## config.mk

```make
export PLATFORM = sky130hd
export DESIGN_NAME = rom_loader
export DESIGN_NICKNAME = d
export VERILOG_FILES = /design/src/loader_pkg.sv /design/src/cfg_field_map.sv /design/src/rom_loader.sv
export VERILOG_INCLUDE_DIRS = /design/src
export SDC_FILE = /design/constraint.sdc
export NUM_CORES = 1
export LEC_CHECK = 0
export ABC_AREA = 1
export BUFFER_PORTS_ARGS = -buffer_cell sky130_fd_sc_hd__buf_2
export CAP_MARGIN = 20
export CORE_MARGIN = 1.5
export CORE_UTILIZATION = 55
export DETAILED_ROUTE_END_ITERATION = 8
export PLACE_DENSITY = 0.8
export SLEW_MARGIN = 30
export SYNTH_ARGS = -nofsm -noshare
export SYNTH_HDL_FRONTEND = slang
export SYNTH_SLANG_ARGS = --single-unit
```

## constraint.sdc

```tcl
create_clock -name clk_i -period 1.8 [get_ports clk_i]
set_input_delay 0 -clock clk_i [delete_from_list [all_inputs] [get_ports clk_i]]
set_output_delay 0 -clock clk_i [all_outputs]
set_load 0.02 [all_outputs]
```

## src/loader_cfg.svh

```systemverilog
// Operation
// - copy ids and subsystem ids from words
// - word 06h bit0 sets vc count
// - word 06h bits3:1 set l0s latency
// - word 06h bits6:4 set l1 latency
// - word 06h bit8 sets egress unordered
// - word 06h bit9 sets tag unordered
// - word 06h bit10 selects store-forward
// - word 06h bits12:11 set threshold
// - bits13,14 set arbiter and credit modes
// - word 06h bit15 sets inta, ports 1-2
// - word 0Ch bits1:0 set max payload
// - word 0Ch bits3:2 set aspm support
// - word 0Ch bit4 sets role error reporting
// - word 0Ch bit5 disables msi
// - word 0Ch bit6 disables compliance parity
// - word 0Ch bit7 disables power management
// - word 0Ch bit8 enables posted passing
// - word 0Ch bit9 sets bandwidth notify, ports 1-2
// - word 0Ch bit10 freezes ordering
`ifndef LOADER_CFG_SVH
`define LOADER_CFG_SVH
`define ROM_SIG_ADDR 8'h00
`define ROM_VID_ADDR 8'h02
`define ROM_DID_ADDR 8'h04
`define ROM_MODE_ADDR 8'h06
`define ROM_SVID_ADDR 8'h08
`define ROM_SSID_ADDR 8'h0A
`define ROM_CAP_ADDR 8'h0C
`define ROM_SIGNATURE 16'h5A5A
`define CFG_INTPIN_OFS 12'h03C
`define CFG_CAPDIS_OFS 12'h070
`define CFG_SWMODE_OFS 12'h074
`define CFG_ORDER_OFS 12'h08C
`define CFG_DEVCAP_OFS 12'h0C4
`define CFG_LINKCAP_OFS 12'h0CC
`define CFG_VC_OFS 12'h144
`define CFG_ID_OFS 12'h000
`define CFG_SUBID_OFS 12'h0B4
`define DEF_VID 16'h0000
`define DEF_DID 16'h0000
`define DEF_MODE 16'h0000
`define DEF_CAP 16'h0000
`define REG_CTRL 4'h0
`define REG_STATUS 4'h4
`define REG_VID 4'h8
`define REG_SVID 4'hC
`define STAT_DONE_BIT 0
`define STAT_SIGOK_BIT 1
`endif

```

## src/loader_pkg.sv

```systemverilog
package loader_pkg;
    typedef enum logic [2:0] {
        ST_IDLE, ST_REQ, ST_WAIT, ST_NEXT, ST_DONE
    } load_state_t;
    typedef struct packed {
        logic [15:0] vendor_id;
        logic [15:0] device_id;
        logic [15:0] subsys_vendor_id;
        logic [15:0] subsys_id;
        logic [15:0] mode_word;
        logic [15:0] cap_word;
    } rom_image_t;
    typedef struct packed {
        logic [2:0][31:0] vc_reg;
        logic [2:0][31:0] link_cap;
        logic [2:0][31:0] sw_mode;
        logic [2:0][31:0] int_pin;
        logic [2:0][31:0] dev_cap;
        logic [2:0][31:0] cap_dis;
        logic [2:0][31:0] order;
    } port_cfg_t;
endpackage : loader_pkg

```

## src/cfg_field_map.sv

```systemverilog
`timescale 1ns/1ps
`include "loader_cfg.svh"
module cfg_field_map (
    // loaded image
    input loader_pkg::rom_image_t image_i,
    // per-port register fields
    output loader_pkg::port_cfg_t cfg_o
);
    import loader_pkg::*;
    always_comb begin
        cfg_o = '0;
        for (int p = 0; p < 3; p++) begin
            cfg_o.vc_reg[p][0] = image_i.mode_word[0];
            cfg_o.link_cap[p][14:12] = image_i.mode_word[3:1];
            cfg_o.link_cap[p][17:15] = image_i.mode_word[6:4];
            cfg_o.sw_mode[p][5] = image_i.mode_word[8];
            cfg_o.sw_mode[p][6] = image_i.mode_word[9];
            cfg_o.sw_mode[p][0] = image_i.mode_word[10];
            cfg_o.sw_mode[p][2:1] = image_i.mode_word[12:11];
            cfg_o.sw_mode[p][3] = image_i.mode_word[13];
            cfg_o.sw_mode[p][4] = image_i.mode_word[14];
            if (p != 0) begin
                cfg_o.int_pin[p][8] = image_i.mode_word[15];
                cfg_o.link_cap[p][21] = image_i.cap_word[9];
            end
            cfg_o.dev_cap[p][1:0] = image_i.cap_word[1:0];
            cfg_o.link_cap[p][11:10] = image_i.cap_word[3:2];
            cfg_o.dev_cap[p][15] = image_i.cap_word[4];
            cfg_o.cap_dis[p][14] = image_i.cap_word[5];
            cfg_o.sw_mode[p][15] = image_i.cap_word[6];
            cfg_o.cap_dis[p][13] = image_i.cap_word[7];
            cfg_o.order[p][5] = image_i.cap_word[8];
            cfg_o.order[p][6] = image_i.cap_word[10];
        end
    end
endmodule : cfg_field_map

```

## src/rom_loader.sv

```systemverilog
// The placing of the registers and register access over Avalon-MM were left to the implementer.
`timescale 1ns/1ps
`include "loader_cfg.svh"
module rom_loader (
    // clock and reset
    input wire logic clk_i,
    input wire logic resetn_i,
    // serial memory word reader
    output logic rom_req_o,
    output logic [7:0] rom_addr_o,
    input wire logic rom_ack_i,
    input wire logic [15:0] rom_data_i,
    // configuration access from link
    input wire logic cfg_req_i,
    input wire logic [11:0] cfg_addr_i,
    input wire logic [1:0] cfg_port_i,
    output logic cfg_ack_o,
    output logic cfg_retry_o,
    output logic [31:0] cfg_rdata_o,
    // avalon-mm slave
    input wire logic [3:0] avs_address,
    input wire logic avs_read,
    input wire logic avs_write,
    input wire logic [31:0] avs_writedata,
    output logic [31:0] avs_readdata,
    output logic avs_waitrequest,
    // status
    output logic load_done_o
);
    import loader_pkg::*;

    load_state_t state_q;
    rom_image_t image_q;
    port_cfg_t cfg_w;
    logic sig_ok_q;
    logic [2:0] idx_q;
    logic reload_q;

    function automatic logic [7:0] word_addr(input logic [2:0] idx);
        case (idx)
            3'd0: word_addr = `ROM_SIG_ADDR;
            3'd1: word_addr = `ROM_VID_ADDR;
            3'd2: word_addr = `ROM_DID_ADDR;
            3'd3: word_addr = `ROM_MODE_ADDR;
            3'd4: word_addr = `ROM_SVID_ADDR;
            3'd5: word_addr = `ROM_SSID_ADDR;
            default: word_addr = `ROM_CAP_ADDR;
        endcase
    endfunction : word_addr

    function automatic logic [31:0] sel_port(input logic [2:0][31:0] r, input logic [1:0] p);
        sel_port = (p == 2'd3) ? 32'h0000_0000 : r[p];
    endfunction : sel_port

    cfg_field_map u_map (
        .image_i(image_q),
        .cfg_o(cfg_w)
    );

    // load sequencer
    always_ff @(posedge clk_i) begin
        if (!resetn_i) begin
            state_q <= ST_IDLE;
            idx_q <= 3'd0;
            rom_req_o <= 1'b0;
            rom_addr_o <= 8'h00;
            load_done_o <= 1'b0;
            sig_ok_q <= 1'b0;
        end else begin
            case (state_q)
                ST_IDLE: begin
                    idx_q <= 3'd0;
                    load_done_o <= 1'b0;
                    sig_ok_q <= 1'b0;
                    state_q <= ST_REQ;
                end
                ST_REQ: begin
                    rom_req_o <= 1'b1;
                    rom_addr_o <= word_addr(idx_q);
                    state_q <= ST_WAIT;
                end
                ST_WAIT: begin
                    if (rom_ack_i) begin
                        rom_req_o <= 1'b0;
                        state_q <= ST_NEXT;
                        if (idx_q == 3'd0) begin
                            sig_ok_q <= (rom_data_i == `ROM_SIGNATURE);
                        end
                    end
                end
                ST_NEXT: begin
                    if (!sig_ok_q || idx_q == 3'd6) begin
                        state_q <= ST_DONE;
                    end else begin
                        idx_q <= idx_q + 3'd1;
                        state_q <= ST_REQ;
                    end
                end
                ST_DONE: begin
                    load_done_o <= 1'b1;
                    if (reload_q) begin
                        state_q <= ST_IDLE;
                    end
                end
                default: state_q <= ST_IDLE;
            endcase
        end
    end

    // image capture
    always_ff @(posedge clk_i) begin
        if (!resetn_i) begin
            image_q <= '{`DEF_VID, `DEF_DID, 16'h0000, 16'h0000, `DEF_MODE, `DEF_CAP};
        end else if (state_q == ST_WAIT && rom_ack_i && sig_ok_q) begin
            case (idx_q)
                3'd1: image_q.vendor_id <= rom_data_i;
                3'd2: image_q.device_id <= rom_data_i;
                3'd3: image_q.mode_word <= rom_data_i;
                3'd4: image_q.subsys_vendor_id <= rom_data_i;
                3'd5: image_q.subsys_id <= rom_data_i;
                3'd6: image_q.cap_word <= rom_data_i;
                default: image_q <= image_q;
            endcase
        end
    end

    // configuration read port
    always_ff @(posedge clk_i) begin
        if (!resetn_i) begin
            cfg_ack_o <= 1'b0;
            cfg_retry_o <= 1'b0;
            cfg_rdata_o <= 32'h0000_0000;
        end else begin
            cfg_ack_o <= cfg_req_i && load_done_o;
            cfg_retry_o <= cfg_req_i && !load_done_o;
            if (cfg_req_i && load_done_o) begin
                case (cfg_addr_i)
                    `CFG_ID_OFS: cfg_rdata_o <= {image_q.device_id, image_q.vendor_id};
                    `CFG_SUBID_OFS: cfg_rdata_o <= {image_q.subsys_id, image_q.subsys_vendor_id};
                    `CFG_INTPIN_OFS: cfg_rdata_o <= sel_port(cfg_w.int_pin, cfg_port_i);
                    `CFG_CAPDIS_OFS: cfg_rdata_o <= sel_port(cfg_w.cap_dis, cfg_port_i);
                    `CFG_SWMODE_OFS: cfg_rdata_o <= sel_port(cfg_w.sw_mode, cfg_port_i);
                    `CFG_ORDER_OFS: cfg_rdata_o <= sel_port(cfg_w.order, cfg_port_i);
                    `CFG_DEVCAP_OFS: cfg_rdata_o <= sel_port(cfg_w.dev_cap, cfg_port_i);
                    `CFG_LINKCAP_OFS: cfg_rdata_o <= sel_port(cfg_w.link_cap, cfg_port_i);
                    `CFG_VC_OFS: cfg_rdata_o <= sel_port(cfg_w.vc_reg, cfg_port_i);
                    default: cfg_rdata_o <= 32'h0000_0000;
                endcase
            end
        end
    end

    // avalon slave, one wait cycle per access
    always_ff @(posedge clk_i) begin
        if (!resetn_i) begin
            avs_waitrequest <= 1'b1;
            avs_readdata <= 32'h0000_0000;
            reload_q <= 1'b0;
        end else begin
            reload_q <= 1'b0;
            // high while idle, low only for the edge that completes an access
            avs_waitrequest <= !((avs_read || avs_write) && avs_waitrequest);
            // write lands only at the edge where waitrequest is low
            if (avs_write && !avs_waitrequest && avs_address == `REG_CTRL) begin
                reload_q <= avs_writedata[0];
            end
            // read data loaded on the wait edge, stands at the completing edge
            if (avs_read && avs_waitrequest) begin
                case (avs_address)
                    `REG_STATUS: avs_readdata <= {30'h0000_0000, sig_ok_q, load_done_o};
                    `REG_VID: avs_readdata <= {image_q.device_id, image_q.vendor_id};
                    `REG_SVID: avs_readdata <= {image_q.subsys_id, image_q.subsys_vendor_id};
                    default: avs_readdata <= 32'h0000_0000;
                endcase
            end
        end
    end

endmodule : rom_loader

```

# == Word level (Yosys, flattened, before mapping) ==
# Cells that the tools add are included.
# W data, S select, Z words.
# totals
inputBits,72
ff_bits,176
out_inout_bits,77
elab_cells,116
# classes
n_mux,36
n_lt_le_gt_ge,1
add_sub_neg,1
n_reduce_logical,33
eq_ne,27
# ops
cell,n
$bmux W32 S2,7
$mux W32,14
$pmux W32 S9,1
$pmux W32 S3,1
$eq A12 B8 Y1 const B,4
$eq A12 B7 Y1 const B,2
$pmux W4 S6,1
$reduce_and A2 Y1,10
$eq A16 B15 Y1 const B,1
$pmux W3 S5,1
$eq A12 B6 Y1 const B,1
$eq A12 B9 Y1 const B,1
$eq A3 B2 Y1 const B,4
$eq A3 B3 Y1 const B,4
$logic_not A12 Y1,1
$mux W3,4
$eq A4 B4 Y1 const B,2
$logic_and A1 B1 Y1,8
$ne A2 B2 Y1 const B,4
$reduce_bool A2 Y1,4
$eq A3 B1 Y1 const B,2
$logic_not A3 Y1,2
$pmux W1 S2,3
$pmux W3 S2,1
9 further kinds,15

# == Longest topological paths before layout ==
# Gate-level depths: netlist of the first run.
# depth
ltp_word,4
depth_mapped,11
mapped_depth_nobuf,10

# == Hierarchy ==
# Synthesis of the first run repeated with hierarchy kept, for this count alone.
# unflattened
hier_cells,3561
area_unflattened_um2,20567.2
# by_module_without_submodules
mod,instances,area_per_inst_um2,cells_per_inst
rom_loader,1,15518.6,2888
cfg_field_map,1,5048.6,673

# == Worst setup path after synthesis of the first run ==
# No wires, ideal clock.
# synth_timing
kind,flip-flop to flip-flop
start,register state_q[0]
end,register image_q[74] in the netlist's numbering
setup_time_ns,0.119
stages_incl_launch_ff,10
arrival_ns,1.330
setup_slack_ns,0.350
path_buffers,1
synth_period_minus_slack_ns,1.450
cell_sequence,dfxtp_1 > inv_2 > nand3_2 > inv_2 > nand3_4 > nor3_4 > inv_2 > buf_2 > o21ai_1 > a21oi_1
# synth_via
elab_chain_cells,4
# synth_lines
item,line_no,text
from (decl),rom_loader.sv:32,load_state_t state_q;
from (signal assigned),rom_loader.sv:63,state_q <= ST_IDLE;
from (signal assigned),rom_loader.sv:75,state_q <= ST_REQ;
from (signal assigned),rom_loader.sv:80,state_q <= ST_WAIT;
$eq A3 B2 Y1,rom_loader.sv:114,end else if (state_q == ST_WAIT && rom_ack_i && sig_ok_q) begin
$logic_and A1 B1 Y1 (2 in series),rom_loader.sv:114,
$reduce_and A2 Y1 (no line),n/a,
to (signal assigned),rom_loader.sv:113,"image_q <= '{`DEF_VID, `DEF_DID, 16'h0000, 16'h0000, `DEF_MODE, `DEF_CAP};"
to (signal assigned),rom_loader.sv:122,default: image_q <= image_q;
to (decl),rom_loader.sv:33,rom_image_t image_q;
# Every way passes these cells.
# A chain may end at the register's enable or synchronous reset.

# == Worst setup path after layout of the first run ==
# layout_timing
start,register idx_q[0]
end,register idx_q[0]
# layout_via
elab_chain_cells,4
# layout_lines
item,line_no,text
from (decl),rom_loader.sv:36,logic [2:0] idx_q;
from (signal assigned),rom_loader.sv:95,idx_q <= idx_q + 3'd1;
branches (longest 4 deep; another with $add A3 B1 Y3),n/a,
# Several ways; the timed one is not identified. The select of a mux whose other input is x is not followed.

==> run_results.csv, run 1 <==
group,metric,value,unit
outcome,status,"complete, no violations",
clock_tree,cts_tree,"built",
power,clkPwrFrac,45.8,%
synth,synthArstFlopShare,0,%
clock_tree,cts_buffers,17,
final_layout,nets,1203,
synth,yosysWarnings,0,
worst_setup_path,startpoint_type,"register",
synth,ys_ff_latch,170,
synth,synth_top_area_share,47.0,%
final_layout,final_cell_mix,"nand2_1 (201), dfxtp_1 (170), a21oi_1 (134), buf_2 (112), nor2_1 (93)",
job,drv_cap,0,
final_layout,layout-area-overhead-vs-synth,23.4,%
worst_setup_path,max_stage_delay,0.34,ns
placement,gp_congestion,0.948,
clock_tree,clock_latency,0.43,ns
routing,postRouteAntennaNets,0,
timing,post-route-min-period,1.70,ns
worst_setup_path,crit_slowest_cell,"dfxtp_1",
synth,syn-cell-area,7230,µm²
timing,max_slew_margin,57.2,%
timing,fmax,587,MHz
clock_tree,cts_setup_buffers,0,
timing,hold_violations,0,
synth,ys.flop_type,"dfxtp_1",
grt,grt_pass1_wl,33.7,mm
power,vdd_drop_max,0.000737,V
synth,ys_types,36,
clock_tree,h-tree-depth,4,
grt,antenna_found_initial,0,
worst_setup_path,critical_path_class,"reg2reg",
placement,port_buffers,112,
routing,via_per_inst,5.58,
routing,num_vias,7320,
grt,grt_util_all_layers,30.5,%
synth,synth_area_leaders,"dfxtp_1 (47%), nand2_1 (10%), a21oi_1 (9.3%)",
worst_setup_path,arrival,2.04,ns
power,finalPower,8.25,mW
synth,syn_area_per_cell,7.34,µm²
synth,yosysSeqAreaShare,47.0,%
synth,synth_edf_count,0,
floorplan,core_area,12700,µm²
routing,wirelength,21.0,mm
power,p_sw_share,24.3,%
worst_setup_path,cpMostUsedCell,"inv_1",
final_layout,num-fill-cells,1051,
power,power_density,924,nW/µm²
final_layout,layout_commonest_cell,"nand2_1",
floorplan,dieArea,13900,µm²
floorplan,io_pins,149,
worst_setup_path,crit_chain,"buf_4 > inv_1 > ha_1 > nand2_1 > inv_1 > nor3_1 > nor2_2 > a211oi_1",
clock_tree,path_clk_slew,0.07,ns
clock_tree,cts_buffer_depth,2,
power,power_frac_comb,7.7,%
worst_setup_path,crit_family,"simple AND/OR/NAND/NOR gates",
synth,synth_cells,986,
placement,hpwlAfterDp,14.1,mm
clock_tree,clock_tree.root_cell,"clkbuf_16",
worst_setup_path,end_kind,"register",
grt,grt_max_degree,97,
power,p_switching,2.01,mW
worst_setup_path,cp_max_fo,6,
routing,drc,0,
timing,period_share,94.7,%
power,leakage,3.72,nW
grt,grt.overflow.total,0,
synth,yosys.area.top_type,"dfxtp_1",
final_layout,n_antenna_cell,0,
floorplan,initial_core_util,56.9,%
final_layout,final_layout_size_suffix_gt1_share,18.3,%
hold_path,hold_path.class,"in2reg",
timing,slew_violations,0,
routing,first_pass_iters,5,
routing,drt_iter0_markers,957,
timing,grt_setup_unrepaired,"no",
worst_setup_path,critPathBufInv,3,
power,sequentialPowerShare,46.5,%
floorplan,fp.dieH,118,µm
clock_tree,clock_sinks,170,
routing,drt-wirelength-per-cell,16.0,µm
worst_setup_path,crit_required,2.14,ns
grt,grt_pass1_vias,6618,
floorplan,die_x,118,µm
floorplan,row_count,41,
timing,skew,0.0104,ns
timing,tightestPinTransition,0.638,ns
timing,worst_slack,0.0959,ns
placement,preCtsSetupSlack,-0.260,ns
power,internal_power,6.24,mW
timing,setup_viol,0,
cells by family (layout without fill, tap and decap cells):
logic type / Yosys count / in the layout / share of synthesized area, %
compound gates: 286 / 286 / 21.4
xor+xnor: 1 / 1 / 0.121
fa+ha+maj: 5 / 5 / 0.865
buf+inv: 145 / 293 / 8.11
flops: 170 / 170 / 47.0
other cells: 1 / 5 / 0.0518
simple gates: 378 / 379 / 22.4
registers in the layout (all words and copies together) (netlist names):
signal / cells
cfg_rdata_o: 32
avs_waitrequest: 1
rom_addr_o: 3
reload_q: 1
idx_q: 3
image_q: 90
load_done_o: 1
state_q: 3
avs_readdata: 32
rom_req_o: 1
cfg_retry_o: 1
cfg_ack_o: 1
sig_ok_q: 1
metal layers:
| metal | wire length [µm] | vias up | track usage, % |
|---|---|---|---|
| met5 | 0 | - | 0 |
| met4 | 686 | 0 | 11.1 |
| met3 | 2000 | 54 | 6.44 |
| met2 | 9070 | 375 | 46.9 |
| met1 | 9220 | 3317 | 42.3 |
| li1 | - | 3574 | - |
cell type report:
type	instances	area, µm²	share of cell area [%]
inverter	89	338	3.78
clock inverter	13	165	1.85
sequential	170	3400	38.1
clock buffer	19	443	4.96
multi-input combinational	676	3280	36.7
timing repair buffer	171	1080	12.1
timing repair inverter	1	5.00	0.0561
tap	172	215	2.41
power groups by stage:
| stage | sequential (mW) | clock, mW | combinational, mW |
|---|---|---|---|
| after floorplan | 3.94 | 0 | 0.322 |
| after global routing | 3.84 | 3.96 | 0.688 |
| after detailed placement | 3.92 | 0 | 0.587 |
| after CTS | 3.83 | 3.79 | 0.619 |
| final | 3.83 | 3.78 | 0.636 |
| after global placement | 3.91 | 0 | 0.580 |
worst paths after layout:
path | slack [ns] | to | from | cells after the start
max | 0.1 | idx_q[0]$_SDFFE_PN0P_ | idx_q[0]$_SDFFE_PN0P_ | 8
min | 0.03 | image_q[38]$_SDFFE_PN0P_ | rom_data_i[6] | 3
max reg2reg | 0.1 | idx_q[0]$_SDFFE_PN0P_ | idx_q[0]$_SDFFE_PN0P_ | 8
min reg2reg | 0.46 | image_q[5]$_SDFFE_PN0P_ | image_q[5]$_SDFFE_PN0P_ | 2
cells in the mapped netlist (all sizes together), types with 4 or more instances:
cell / n
dfxtp: 170
a21boi: 4
ha: 5
clkbuf: 32
a22o: 15
a21oi: 134
nor3: 7
inv: 86
nand3: 42
buf: 24
nand2: 202
o21ai: 96
nor2: 100
nand4: 18
nor4: 5
o22ai: 30
stage by stage:
step	instances	area [µm²]	hold WS (ns)	setup TNS (ns)	utilization (%)
floorplan	990	7250	0.116	0	-
global placement	1258	8100	0.219	-0.945	63.7
detailed placement	1258	8100	0.224	-1.39	63.7
CTS	1309	8900	0.00684	0	70.0
global route	1311	8930	0.0305	0	70.2
finish	1311	8930	0.0258	0	70.2
repair_timing:
action                                  CTS  global route
resized for setup                         1             4
hold buffers                             19             0
endpoints found under the setup margin    7            17
endpoints found under the hold margin    64             0
pin swaps                                 0             1
gates cloned                              0             2
tightest hold or removal path, stage by stage:
cell	delay, ns
buf_2	0.08
inv_1	0.17
a21oi_1	0.17
Power figures use the tool's default switching activity.
==> run 2: changes to the inputs <==
Settings changed: CORE_UTILIZATION 55 to 57, CTS_BUF_LIST set to sky130_fd_sc_hd__clkbuf_2, PLACE_DENSITY 0.8 to 0.83.
==> run 2 against run 1 <==
Compared with the run above:
- the run now ends with negative setup slack left
- sequential share of layout area grew 0.073 points
- critical path type is now in2reg
- routed wire length grew 5.2%
- flip-flop and latch count stayed put
- clock power down 49%
- worst setup slack lost 0.14 ns
- hold slack gained 0.053 ns
- utilization is 2.8 points higher
- final cell count up 1.9%
- combinational power is 6.8% higher
- first-iteration DRC count increased by 0.31%
- global-route usage up 2.7 points
==> run_results.csv, run 2 (synthesized netlist as in run 1, its figures left out) <==
group,metric,value,unit
timing,post-route-min-period,1.84,ns
final_layout,layout-area-overhead-vs-synth,23.2,%
timing,fmax,543,MHz
worst_setup_path,reg2reg_slack,0.14,ns
routing,first_pass_iters,6,
timing,max_slew_margin,58.9,%
timing,hold_violations,0,
grt,grt_util_all_layers,33.2,%
clock_tree,path_clk_slew,0.24,ns
grt,grt.overflow.total,0,
worst_setup_path,critical_path_class,"in2reg",
worst_setup_path,ff2ff_path_depth,8,
timing,setup_viol,3,
floorplan,dieArea,13400,µm²
floorplan,die_x,116,µm
clock_tree,cts_buffer_depth,2,
worst_setup_path,arrival,2.51,ns
final_layout,regMostFlops,"image_q",
floorplan,core_area,12200,µm²
timing,slew_violations,0,
grt,grt_max_degree,97,
routing,drc,0,
final_layout,num-fill-cells,951,
clock_tree,h-tree-depth,4,
grt,antenna_found_initial,0,
routing,route.met2.wl,9.69,mm
final_layout,final_layout_size_suffix_gt1_share,17.8,%
final_layout,post-route-util,73.0,%
routing,num_vias,7740,
clock_tree,cts_buffers,17,
worst_setup_path,end_kind,"register",
timing,worst_slack,-0.0416,ns
final_layout,layout_commonest_cell,"nand2_1",
final_layout,n_antenna_cell,0,
power,vdd_drop_max,0.000437,V
routing,drt_iter0_markers,960,
hold_path,hold_path.class,"in2reg",
placement,preCtsSetupSlack,0.0903,ns
worst_setup_path,reg2reg_to,"image_q[81]$_SDFFE_PN0P_",
final_layout,final_cell_count_no_fill,1336,
floorplan,initial_core_util,59.2,%
floorplan,fp.dieH,116,µm
floorplan,io_pins,149,
timing,period_share,102,%
placement,gp_congestion,0.960,
routing,wirelength,22.1,mm
floorplan,row_count,40,
clock_tree,clock_latency,0.74,ns
grt,grt_pass1_vias,6854,
final_layout,reg_top3,"image_q x90, avs_readdata x32, cfg_rdata_o x32",
worst_setup_path,reg2reg_from,"state_q[1]$_SDFFE_PN0P_",
routing,wl_met3,2.40,mm
timing,tightestPinTransition,0.613,ns
outcome,violations,"negative setup slack",
placement,placed_area,8030,µm²
routing,postRouteAntennaNets,0,
outcome,status,"finished, violations left",
power,leakage,3.69,nW
clock_tree,clock_tree.root_cell,"clkbuf_2",
routing,via_per_inst,5.79,
placement,place_inst,1244,
routing,wl_met1,9.01,mm
worst_setup_path,startpoint_type,"primary input",
placement,port_buffers,112,
hold_path,worst_hold_startpoint,"avs_address[3]",
final_layout,final_cell_mix,"nand2_1 (201), dfxtp_1 (169), a21oi_1 (133), buf_2 (112), o21ai_0 (92)",
routing,drt-wirelength-per-cell,16.5,µm
final_layout,nets,1232,
routing,highest_layer,"met4",
hold_path,hold_path_depth,4,
worst_setup_path,crit_required,2.47,ns
timing,skew,0.0279,ns
placement,hpwlAfterDp,14.1,mm
timing,hold-worst-slack,0.0784,ns
timing,grt_setup_unrepaired,"no",
job,drv_cap,0,
clock_tree,cts_tree,"built",
hold_path,holdPathEnd,"reload_q$_SDFF_PN0_",
final_layout,largest_reg_flops,90,
power,power_density,724,nW/µm²
worst_setup_path,cp_max_fo,7,
grt,grt_pass1_wl,34.4,mm
clock_tree,clock_sinks,170,
final_layout,stdcell_area,8910,µm²
[run 2: cell type report]
class / instances / area, µm² / area share (%)
sequential: 170 / 3400 / 38.2
tap: 168 / 210 / 2.36
multi-input combinational: 675 / 3310 / 37.2
timing repair buffer: 202 / 1430 / 16.0
clock buffer: 20 / 100 / 1.12
clock inverter: 12 / 125 / 1.40
inverter: 89 / 334 / 3.75
[run 2: worst max-delay path, stage by stage]
cell and delay (ns):
dlygate4sd3_1 0.54, buf_2 0.14, nor2_1 0.17, nand2_1 0.14
dlygate4sd3_1 0.64, nor2_4 0.15, buf_4 0.17, nand3_1 0.07
nand4_1 0.17, nand2_1 0.10, a21oi_1 0.21
[run 2: power by group]
part	total, mW	switching [mW]	internal, mW
sequential	3.85	0.0333	3.81
clock	1.93	1.29	0.642
combinational	0.679	0.444	0.235
total	6.46	1.77	4.69
[run 2: per-layer routing]
layer | track usage, % | up-vias
met2 | 50.8 | 493
met5 | 0 | -
li1 | - | 3625
met4 | 15.6 | 0
met3 | 8.53 | 98
met1 | 44.2 | 3524
[run 2: timing repair]
action                                 4_1_cts  5_1_grt
buffers inserted                             0        4
setup endpoints to repair                    0       36
resized for setup                            0       13
endpoints found under the hold margin      170        1
hold buffers                                58        1
[run 2: through the flow]
stage / total power, mW / TNS [ns]
2_1_floorplan: 4.26 / 0
3_3_place_gp: 4.46 / 0
3_5_place_dp: 4.48 / 0
4_1_cts: 6.44 / 0
5_1_grt: 6.68 / 0
6_report: 6.46 / -0.0617
[run 2: how the worst max path moves through the flow]
stage / start / end / slack (ns)
2_1_floorplan: state_q[0]$_SDFFE_PN0P_ / image_q[74]$_SDFFE_PN0P_ / 0.35
3_3_place_gp: state_q[2]$_SDFFE_PN0P_ / image_q[89]$_SDFFE_PN0P_ / 0.24
3_5_place_dp: idx_q[0]$_SDFFE_PN0P_ / idx_q[0]$_SDFFE_PN0P_ / 0.09
4_1_cts: cfg_addr_i[0] / cfg_rdata_o[0]$_SDFFE_PN0P_ / 0.02
5_1_grt: cfg_addr_i[9] / cfg_rdata_o[10]$_SDFFE_PN0P_ / 0.003
6_report: cfg_addr_i[9] / cfg_rdata_o[6]$_SDFFE_PN0P_ / -0.04
